[src/logic/branch_target_pkg.sv]
// Shared constants and types for the next-instruction address generator.
// Assumes a 16-bit program address space and byte-wide program and stack memory.
package branch_target_pkg;

	localparam int ADDR_W = 16;
	localparam int LEN_W = 3;
	localparam logic [15:0] PROGRAM_COUNTER_RESET = 16'h0000;
	localparam logic [15:0] STACK_POINTER_RESET = 16'h0000;
	localparam logic [15:0] TABLE_BASE = 16'h0040;
	localparam logic [15:0] TABLE_LAST = 16'h007F;
	localparam int SLOT_LSB = 1;
	localparam int SLOT_MSB = 5;
	localparam int DISP_SIGN_BIT = 7;
	localparam logic [15:0] STACK_STEP = 16'h0001;

	typedef enum logic [2:0] {
		OP_NEXT,
		OP_REL_JUMP,
		OP_COND_BRANCH,
		OP_JUMP,
		OP_CALL,
		OP_TABLE_CALL,
		OP_RETURN
	} op_kind_t;

	typedef enum logic [3:0] {
		ST_IDLE,
		ST_PUSH_LO,
		ST_TBL_A,
		ST_TBL_B,
		ST_TBL_C,
		ST_TBL_D,
		ST_RET_B,
		ST_RET_C,
		ST_RET_D
	} gen_state_t;

endpackage

[src/logic/addr_calc_if.sv]
// Carries the operands and results of the address arithmetic between the sequencer
// and the adder block. Purely combinational signals in the core clock domain.
`timescale 1ns/1ns
interface addr_calc_if;
	logic [15:0] program_counter;
	logic [2:0] op_len;
	logic [7:0] branch_displacement;
	logic [4:0] table_slot_index;
	logic [15:0] next_addr;
	logic [15:0] rel_target;
	logic [15:0] slot_addr;

	modport calc (
		input program_counter,
		input op_len,
		input branch_displacement,
		input table_slot_index,
		output next_addr,
		output rel_target,
		output slot_addr
	);

	modport user (
		output program_counter,
		output op_len,
		output branch_displacement,
		output table_slot_index,
		input next_addr,
		input rel_target,
		input slot_addr
	);
endinterface

[src/logic/target_adder.sv]
// Address arithmetic: sequential advance, relative target and table slot address.
// Assumes its operands are stable during the cycle in which the results are used.
`timescale 1ns/1ns
module target_adder
	import branch_target_pkg::*;
(
	addr_calc_if.calc calc
);
	logic [15:0] disp_ext;

	// The next address moves one step per instruction byte.
	assign calc.next_addr = calc.program_counter + {13'h0000, calc.op_len};

	// The displacement is widened by copying its sign bit into the upper byte.
	assign disp_ext = {{8{calc.branch_displacement[DISP_SIGN_BIT]}},
		calc.branch_displacement};

	// The target is taken relative to the instruction after the branch.
	assign calc.rel_target = calc.next_addr + disp_ext;

	// Each table slot holds two bytes, so the slot index is doubled.
	assign calc.slot_addr = TABLE_BASE + {10'h000, calc.table_slot_index, 1'b0};

endmodule

[src/logic/branch_target_address_gen.sv]
// Next-instruction address generator with return-address push, table read and pop.
// Assumes memory answers a read on the cycle after mem_req with mem_we low.
//
// Functional notes
// - Without a branch the program counter advances by one per instruction byte.
// - A relative branch loads the program counter with the next address plus the displacement.
// - The displacement is signed with bit 7 as sign, reaching -128 to +127 bytes.
// - Widening the displacement fills the upper byte with copies of its sign bit.
// - The relative jump and every taken conditional branch use the relative target.
// - The absolute jump and call load the program counter with the 16-bit target.
// - A table call selects its slot from opcode bits 1 to 5 and jumps to its contents.
// - Table slots lie at program addresses 40H to 7FH and may point anywhere.
// - The stack pointer drops before each stack write and rises after each stack read.
`timescale 1ns/1ns
module branch_target_address_gen
	import branch_target_pkg::*;
(
	input wire logic mclk,
	input wire logic rst,
	input wire logic op_valid,
	input wire op_kind_t op_kind,
	input wire logic [2:0] op_len,
	input wire logic [7:0] instr_opcode,
	input wire logic [7:0] branch_displacement,
	input wire logic [15:0] absolute_target,
	input wire logic cond_taken,
	input wire logic sp_load,
	input wire logic [15:0] sp_load_value,
	input wire logic [7:0] mem_rdata,
	output logic op_ready,
	output logic [15:0] program_counter,
	output logic [15:0] stack_pointer,
	output logic mem_req,
	output logic mem_we,
	output logic [15:0] mem_addr,
	output logic [7:0] mem_wdata
);
	typedef struct packed {
		gen_state_t state;
		logic [15:0] program_counter;
		logic [15:0] stack_pointer;
		logic [15:0] ret_addr;
		logic [15:0] target;
		logic [15:0] tbl_addr;
		logic [7:0] low_byte;
		logic is_table;
		logic mem_req;
		logic mem_we;
		logic [15:0] mem_addr;
		logic [7:0] mem_wdata;
	} gen_regs_t;

	gen_regs_t regs_r;
	gen_regs_t regs_nxt;
	logic accept;

	addr_calc_if calc_bus();

	assign calc_bus.program_counter = regs_r.program_counter;
	assign calc_bus.op_len = op_len;
	assign calc_bus.branch_displacement = branch_displacement;
	assign calc_bus.table_slot_index = instr_opcode[SLOT_MSB:SLOT_LSB];

	target_adder u_adder (
		.calc(calc_bus)
	);

	assign op_ready = (regs_r.state == ST_IDLE);
	assign accept = op_valid && op_ready;

	always_comb begin
		regs_nxt = regs_r;
		regs_nxt.mem_req = 1'b0;
		regs_nxt.mem_we = 1'b0;
		case (regs_r.state)
			ST_IDLE: begin
				if (op_valid) begin
					case (op_kind)
						OP_NEXT: begin
							regs_nxt.program_counter = calc_bus.next_addr;
						end
						OP_REL_JUMP: begin
							regs_nxt.program_counter = calc_bus.rel_target;
						end
						OP_COND_BRANCH: begin
							// A branch not taken falls through to the next instruction.
							regs_nxt.program_counter = cond_taken ? calc_bus.rel_target
								: calc_bus.next_addr;
						end
						OP_JUMP: begin
							regs_nxt.program_counter = absolute_target;
						end
						OP_CALL, OP_TABLE_CALL: begin
							// The high byte of the return address goes first, below the old top.
							regs_nxt.ret_addr = calc_bus.next_addr;
							regs_nxt.target = absolute_target;
							regs_nxt.tbl_addr = calc_bus.slot_addr;
							regs_nxt.is_table = (op_kind == OP_TABLE_CALL);
							regs_nxt.stack_pointer = regs_r.stack_pointer - STACK_STEP;
							regs_nxt.mem_req = 1'b1;
							regs_nxt.mem_we = 1'b1;
							regs_nxt.mem_addr = regs_r.stack_pointer - STACK_STEP;
							regs_nxt.mem_wdata = calc_bus.next_addr[15:8];
							regs_nxt.state = ST_PUSH_LO;
						end
						OP_RETURN: begin
							regs_nxt.stack_pointer = regs_r.stack_pointer + STACK_STEP;
							regs_nxt.mem_req = 1'b1;
							regs_nxt.mem_addr = regs_r.stack_pointer;
							regs_nxt.state = ST_RET_B;
						end
						default: begin
							regs_nxt.state = ST_IDLE;
						end
					endcase
				end else if (sp_load) begin
					regs_nxt.stack_pointer = sp_load_value;
				end
			end
			ST_PUSH_LO: begin
				regs_nxt.stack_pointer = regs_r.stack_pointer - STACK_STEP;
				regs_nxt.mem_req = 1'b1;
				regs_nxt.mem_we = 1'b1;
				regs_nxt.mem_addr = regs_r.stack_pointer - STACK_STEP;
				regs_nxt.mem_wdata = regs_r.ret_addr[7:0];
				if (regs_r.is_table) begin
					regs_nxt.state = ST_TBL_A;
				end else begin
					regs_nxt.program_counter = regs_r.target;
					regs_nxt.state = ST_IDLE;
				end
			end
			ST_TBL_A: begin
				regs_nxt.mem_req = 1'b1;
				regs_nxt.mem_addr = regs_r.tbl_addr;
				regs_nxt.state = ST_TBL_B;
			end
			ST_TBL_B: begin
				regs_nxt.mem_req = 1'b1;
				regs_nxt.mem_addr = regs_r.tbl_addr + 16'h0001;
				regs_nxt.state = ST_TBL_C;
			end
			ST_TBL_C: begin
				regs_nxt.low_byte = mem_rdata;
				regs_nxt.state = ST_TBL_D;
			end
			ST_TBL_D: begin
				regs_nxt.program_counter = {mem_rdata, regs_r.low_byte};
				regs_nxt.state = ST_IDLE;
			end
			ST_RET_B: begin
				regs_nxt.stack_pointer = regs_r.stack_pointer + STACK_STEP;
				regs_nxt.mem_req = 1'b1;
				regs_nxt.mem_addr = regs_r.stack_pointer;
				regs_nxt.state = ST_RET_C;
			end
			ST_RET_C: begin
				regs_nxt.low_byte = mem_rdata;
				regs_nxt.state = ST_RET_D;
			end
			ST_RET_D: begin
				regs_nxt.program_counter = {mem_rdata, regs_r.low_byte};
				regs_nxt.state = ST_IDLE;
			end
			default: begin
				regs_nxt.state = ST_IDLE;
			end
		endcase
	end

	always_ff @(posedge mclk or posedge rst) begin
		if (rst) begin
			regs_r <= '{state: ST_IDLE, program_counter: PROGRAM_COUNTER_RESET,
				stack_pointer: STACK_POINTER_RESET, default: '0};
		end else begin
			regs_r <= regs_nxt;
		end
	end

	assign program_counter = regs_r.program_counter;
	assign stack_pointer = regs_r.stack_pointer;
	assign mem_req = regs_r.mem_req;
	assign mem_we = regs_r.mem_we;
	assign mem_addr = regs_r.mem_addr;
	assign mem_wdata = regs_r.mem_wdata;
endmodule

[config.mk]
export PLATFORM = sky130hd
export DESIGN_NAME = branch_target_address_gen
export DESIGN_NICKNAME = d
export VERILOG_FILES = /design/src/logic/branch_target_pkg.sv /design/src/logic/addr_calc_if.sv /design/src/logic/target_adder.sv /design/src/logic/branch_target_address_gen.sv
export SDC_FILE = /design/constraint.sdc
export NUM_CORES = 1
export LEC_CHECK = 0
export BUFFER_PORTS_ARGS = -buffer_cell sky130_fd_sc_hd__buf_2
export CORE_UTILIZATION = 63
export CTS_CLUSTER_SIZE = 28
export DETAILED_ROUTE_END_ITERATION = 12
export GPL_TIMING_DRIVEN = 0
export MAX_ROUTING_LAYER = met4
export PLACE_DENSITY = 0.92
export SLEW_MARGIN = 10
export SYNTH_ARGS = -nofsm -noshare
export SYNTH_HDL_FRONTEND = slang
export SYNTH_SLANG_ARGS = --single-unit
export TNS_END_PERCENT = 30
[constraint.sdc]
create_clock -name mclk -period 9.71 [get_ports mclk]
set_input_delay 1.942 -clock mclk [delete_from_list [all_inputs] [get_ports mclk]]
set_output_delay 1.942 -clock mclk [all_outputs]
set_load 0.05 [all_outputs]
* After elaboration in Yosys (flattened, before gate mapping)
Index checks and enable logic that the tools add are counted.
** Storage, ports and cells
- Input bits :: 67
- Register bits after elaboration :: 111
** Cells by class
- Muxes and demuxes :: 21
- Equal/unequal tests :: 22
- $add $sub $neg :: 6
- Reduce and logical (&&, ||, !) cells :: 18
** Operators by type and width (number)
- 16-bit one-hot mux with 3 select lines :: 2
- 16-bit one-hot mux with 5 select lines :: 1
- 16-bit 2-to-1 mux :: 4
- 16-bit one-hot mux with 2 select lines :: 2
- 16-bit one-hot mux with 4 select lines :: 1
- 16-bit by 1-bit adder with 16-bit output (second input constant) :: 2
- 4-bit one-hot mux with 7 select lines :: 1
- 26-bit 2-to-1 mux :: 1
- 20-bit 2-to-1 mux :: 1
- 16-bit adder :: 1
- 16-bit by 3-bit adder with 16-bit output :: 1
- 4-bit by 3-bit == test with 1-bit output (second input constant) :: 4
- 8-bit one-hot mux with 2 select lines :: 1
- 16-bit by 1-bit subtractor with 16-bit output (second input constant) :: 1
- 4-bit one-hot mux with 3 select lines :: 1
- 3-bit AND reduction :: 4
- 3-bit == test (second input constant) :: 3
- 7-bit by 6-bit adder with 8-bit output (first input constant) :: 1
- 4-bit by 2-bit == test with 1-bit output (second input constant) :: 2
- 8-bit 2-to-1 mux :: 1
- 4-bit OR reduction :: 2
- 3-bit by 2-bit == test with 1-bit output (second input constant) :: 2
- 2-bit inequality test (second input constant) :: 3
- 3-bit nonzero test :: 2
- other kinds (19) :: 23

* Depth between registers and ports, before layout
- Depth in word-level cells :: 6
- Depth in mapped cells :: 15
- Gate-level depth less buffers :: 14

* Hierarchy
Synthesis repeated with hierarchy kept, for this count alone.
** Second synthesis, totals
- Cell total of the unflattened synthesis :: 983
- Area, all modules :: 8637.0 um^2
** By module, submodules not included
- branch_target_address_gen :: cells each 824, times used 1, area each 7430.9 um^2, sequential area each 2777.7 um^2
- target_adder :: cells each 159, times used 1, area each 1206.2 um^2, sequential area each 0.0 um^2

* Worst setup path after synthesis
Ideal clock, no wire load.
- Path type :: in2reg
- From :: input op_len[0]
- To :: register regs_r (netlist bit program_counter[15])
- Stages :: 15
- Setup slack :: 5.047 ns
- Library setup time :: 0.118 ns
- Required time :: 9.592 ns
- Arrival time :: 4.545 ns
- Cells stage by stage :: ha_1 > inv_1 > fa_1 > nor2b_1 > o21ai_0 > nor2_1 > xor2_1 > ha_1 > clkbuf_1 > a21oi_1 > o21ai_0 > or2_2 > o21ai_0 > o32ai_1 > a21o_1
** Between the ends
- Longest elaborated chain between the ends :: 6
** RTL lines
- start: declaration :: RTL line branch_target_address_gen.sv:22 : input wire logic [2:0] op_len,
- 16-bit by 3-bit adder with 16-bit output (*) :: RTL line target_adder.sv:12 : assign calc.next_addr = calc.program_counter + {13'h0000, calc.op_len};
- 16-bit adder :: RTL line target_adder.sv:19 : assign calc.rel_target = calc.next_addr + disp_ext;
- 16-bit 2-to-1 mux :: RTL line branch_target_address_gen.sv:87 : regs_nxt.program_counter = cond_taken ? calc_bus.rel_target
- 16-bit one-hot mux with 4 select lines (*) :: RTL line branch_target_address_gen.sv:78 : case (op_kind)
- 20-bit 2-to-1 mux (*) :: RTL line branch_target_address_gen.sv:77 : if (op_valid) begin
- 16-bit one-hot mux with 3 select lines (*) :: RTL line branch_target_address_gen.sv:75 : case (regs_r.state)
- end signal: assignment :: RTL line branch_target_address_gen.sv:173 : regs_r <= '{state: ST_IDLE, program_counter: PROGRAM_COUNTER_RESET,
- end signal: assignment :: RTL line branch_target_address_gen.sv:176 : regs_r <= regs_nxt;
- end: declaration :: RTL line branch_target_address_gen.sv:53 : gen_regs_t regs_r;
Mark *: on every way between the ends. The rest lies on a longest branch, timed or not. The select of a mux whose other input is x is not followed.
A chain may end at the register's enable or synchronous reset.

* Worst setup path after layout
- From :: input op_len[0]
- To :: register regs_r (netlist bit program_counter[15])
** Between the ends
- Longest elaborated chain between the ends :: 6
** RTL lines
- 16-bit by 3-bit adder with 16-bit output (*) :: RTL line target_adder.sv:12
- via calc_bus.next_addr[4] :: RTL line addr_calc_if.sv:9 : logic [15:0] next_addr;
- 16-bit adder (*) :: RTL line target_adder.sv:19
- 16-bit 2-to-1 mux :: RTL line branch_target_address_gen.sv:87
- 16-bit one-hot mux with 4 select lines (*) :: RTL line branch_target_address_gen.sv:78
- 20-bit 2-to-1 mux (*) :: RTL line branch_target_address_gen.sv:77
- 16-bit one-hot mux with 3 select lines (*) :: RTL line branch_target_address_gen.sv:75
Mark *: on every way through the listed nets, which the timed path passes. The rest lies on a longest branch. The select of a mux whose other input is x is not followed.

==> impl_metrics.ini <==
[outcome]
status = complete, no violations

[floorplan]
rows = 40
die-area_mm2 = 0.01315
fp.dieH_um = 114.7
die_w_um = 114.7
initial_core_util = 0.6552
io_pins = 126
core-area_mm2 = 0.01221

[cts]
path_clk_slew_ns = 0.08
cts_resized = 0
cts_max_path_buffers = 2
cts_inserted_buffers = 9
clock_latency_ns = 0.37
cts_root_buf = clkbuf_16
cts_tree = yes
ctsHoldBuffers = 0
htreeDepth = 3
cts_sinks = 101
cts_setup_buffers = 0

[power]
p_per_area_mw_per_mm2 = 398.8
power_mw = 3.659
power_leakage_nw = 4.096
ir_worst_vdd_v = 0.0002717

[yosys]
yosys.area.top_type = dfrtp_1
syn_nets = 1019
async_reset_ff_frac = 1.000
synth-seq-cells = 101
ys_types = 84
netlist_area_mm2 = 0.008001
synth_area_per_cell_um2 = 8.632
synthCells = 927
synth_top_area_frac = 0.3159
synth_ff_type = dfrtp_1
yosys-top-cells-area = dfrtp_1 32%, buf_4 5.3%, mux2_2 5.3%
synth_edf_count = 0
synth_warnings = 0
yosysSeqAreaShare = 0.3159

[route]
drtIter0Drc = 1478
firstDrtPassIters = 6
drc_errors = 0
antenna_left = 0
drt-total-wl_um = 27980
wl_per_cell_um = 22.69
vias = 8576
vias_per_cell = 6.955

[global_route]
grt_overflow = 0
grt_pass1_vias = 7809
grt_usage = 0.4537
antenna_found_initial = 0
grt_pass1_wl_um = 43460
grt_max_degree = 60

[sta]
fin_crit_ns = 5.422
final-hold-violation-count = 0
fin_skew_ns = 0.01259
maxSlewHeadroom = 0.2057
fin_tns_setup_ns = 0
worst_pin_slew_ns = 1.191
setup_viol = 0
slew_viol_final = 0
clock.fmax_mhz = 184.4
layout_worst_path_cycle_share = 0.5584
worst_slack_ns = 4.288
rsz0062_at_grt = false

[worst_hold_path]
holdCritPathClass = register to register

[worst_setup_path]
crit_fanout = 5
startpoint_type = input port
path_class = input port to register
worst_ep_required_time_ns = 10.02
arrival_ns = 5.74
cp-end-kind = register

[placed_design]
dp_slack_ns = 4.195
io_buffers = 121
gp_congestion = 1.022
detailed_place_hpwl_um = 20570

[layout]
seqCellArea_mm2 = 0.002527
antenna_cells = 0
area_growth_syn_to_layout_pct = 14.68
fin_nets = 1152
nFillCells = 964
drive_gt1_frac = 0.2592
multi_input_area_mm2 = 0.004681

[job]
maxCapViolations = 0
cells in the final DEF, fill, tap and decap left out, drive strengths merged, types with 23 or more instances in the layout:
master and n:
dfrtp 101, o21ai 65, nand2 82, a21oi 61
nor2 54, mux2 38, inv 28, ha 23
buf 202, clkbuf 53
Yosys cell counts, types with 20 or more instances:
| library cell | count |
|---|---|
| inv_1 | 26 |
| mux2_2 | 38 |
| a21oi_1 | 60 |
| clkbuf_1 | 41 |
| dfrtp_1 | 101 |
| nand2_1 | 82 |
| o21ai_0 | 62 |
| nor3_1 | 20 |
| a221oi_1 | 20 |
| buf_4 | 57 |
| nand3_1 | 21 |
| ha_1 | 23 |
| nor2_1 | 54 |
power by group:
part           internal, mW  leakage, nW  total, mW  switching [mW]
Combinational         0.865         2.71       2.45            1.58
Sequential            0.623         1.23      0.811           0.188
Clock                 0.217        0.150      0.399           0.182
sequential cells by signal (all words and copies together) (netlist names):
register	cells
mem_addr	16
mem_req	1
mem_wdata	8
mem_we	1
program_counter	16
regs_r	43
stack_pointer	16
layer usage:
layer / global-route usage / share of wire / vias up
li1: - / - / 3698
met1: 0.6185 / 0.40 / 4030
met2: 0.6428 / 0.42 / 725
met3: 0.1233 / 0.14 / 123
met4: 0.1714 / 0.038 / 0
met5: - / 0 / -
per-stage QoR:
| stage | hold WS [ns] | area, um2 | cells | util |
|---|---|---|---|---|
| after global routing | 0.4962 | 9176 | 1233 | 0.7514 |
| final | 0.4839 | 9176 | 1233 | 0.7514 |
| after floorplan | 0.4358 | 8001 | 927 | - |
| after detailed placement | 0.4718 | 8847 | 1217 | 0.7245 |
| after CTS | 0.4882 | 9165 | 1233 | 0.7505 |
| after global placement | 0.4640 | 8817 | 1216 | 0.7220 |
kinds of logic (layout without fill, tap and decap cells):
kind of cell / Yosys count / in the layout / synth area share
AOI/OAI and AO/OA: 309 / 309 / 0.2690
xor gates and xnor gates: 33 / 33 / 0.03784
adders and majority gates: 25 / 25 / 0.04097
buffers and inverters: 148 / 286 / 0.1005
DFF: 101 / 101 / 0.3159
muxes: 49 / 49 / 0.06724
and+or+nand+nor: 262 / 262 / 0.1686
critical path, stage by stage:
cell,delay (ns)
buf_2,0.09
ha_1,0.21
inv_1,0.07
fa_1,0.41
nor2b_1,0.39
o21ai_0,0.18
xnor2_1,0.53
ha_1,0.40
a21oi_1,0.13
o21ai_0,0.25
o211ai_1,0.43
a31oi_1,0.20
a311oi_1,0.34
a21o_1,0.16
cell type report:
class	instances	area share
tap	168	0.02291
timing repair buffer	122	0.06899
inverter	26	0.01091
clock buffer	11	0.02754
clock inverter	5	0.007090
buffer	122	0.07704
sequential	101	0.2754
multi-input combinational	678	0.5101
final timing paths:
kind / to / slack, ns / from / cells after the start
worst max-delay path: program_counter[15]$_DFFE_PP0P_ / 4.29 / op_len[0] / 14
worst min-delay path: mem_wdata[6]$_DFFE_PP0P_ / 0.48 / mem_wdata[6]$_DFFE_PP0P_ / 2
worst max register to register: program_counter[15]$_DFFE_PP0P_ / 5.53 / program_counter[0]$_DFFE_PP0P_ / 13
worst min register to register: mem_wdata[6]$_DFFE_PP0P_ / 0.48 / mem_wdata[6]$_DFFE_PP0P_ / 2
max in group asynchronous: regs_r[72]$_DFFE_PP0P_ / 7.38 / rst / 3
min in group asynchronous: stack_pointer[2]$_DFFE_PP0P_ / 1.64 / rst / 2
(Power assumes the default switching activity.)
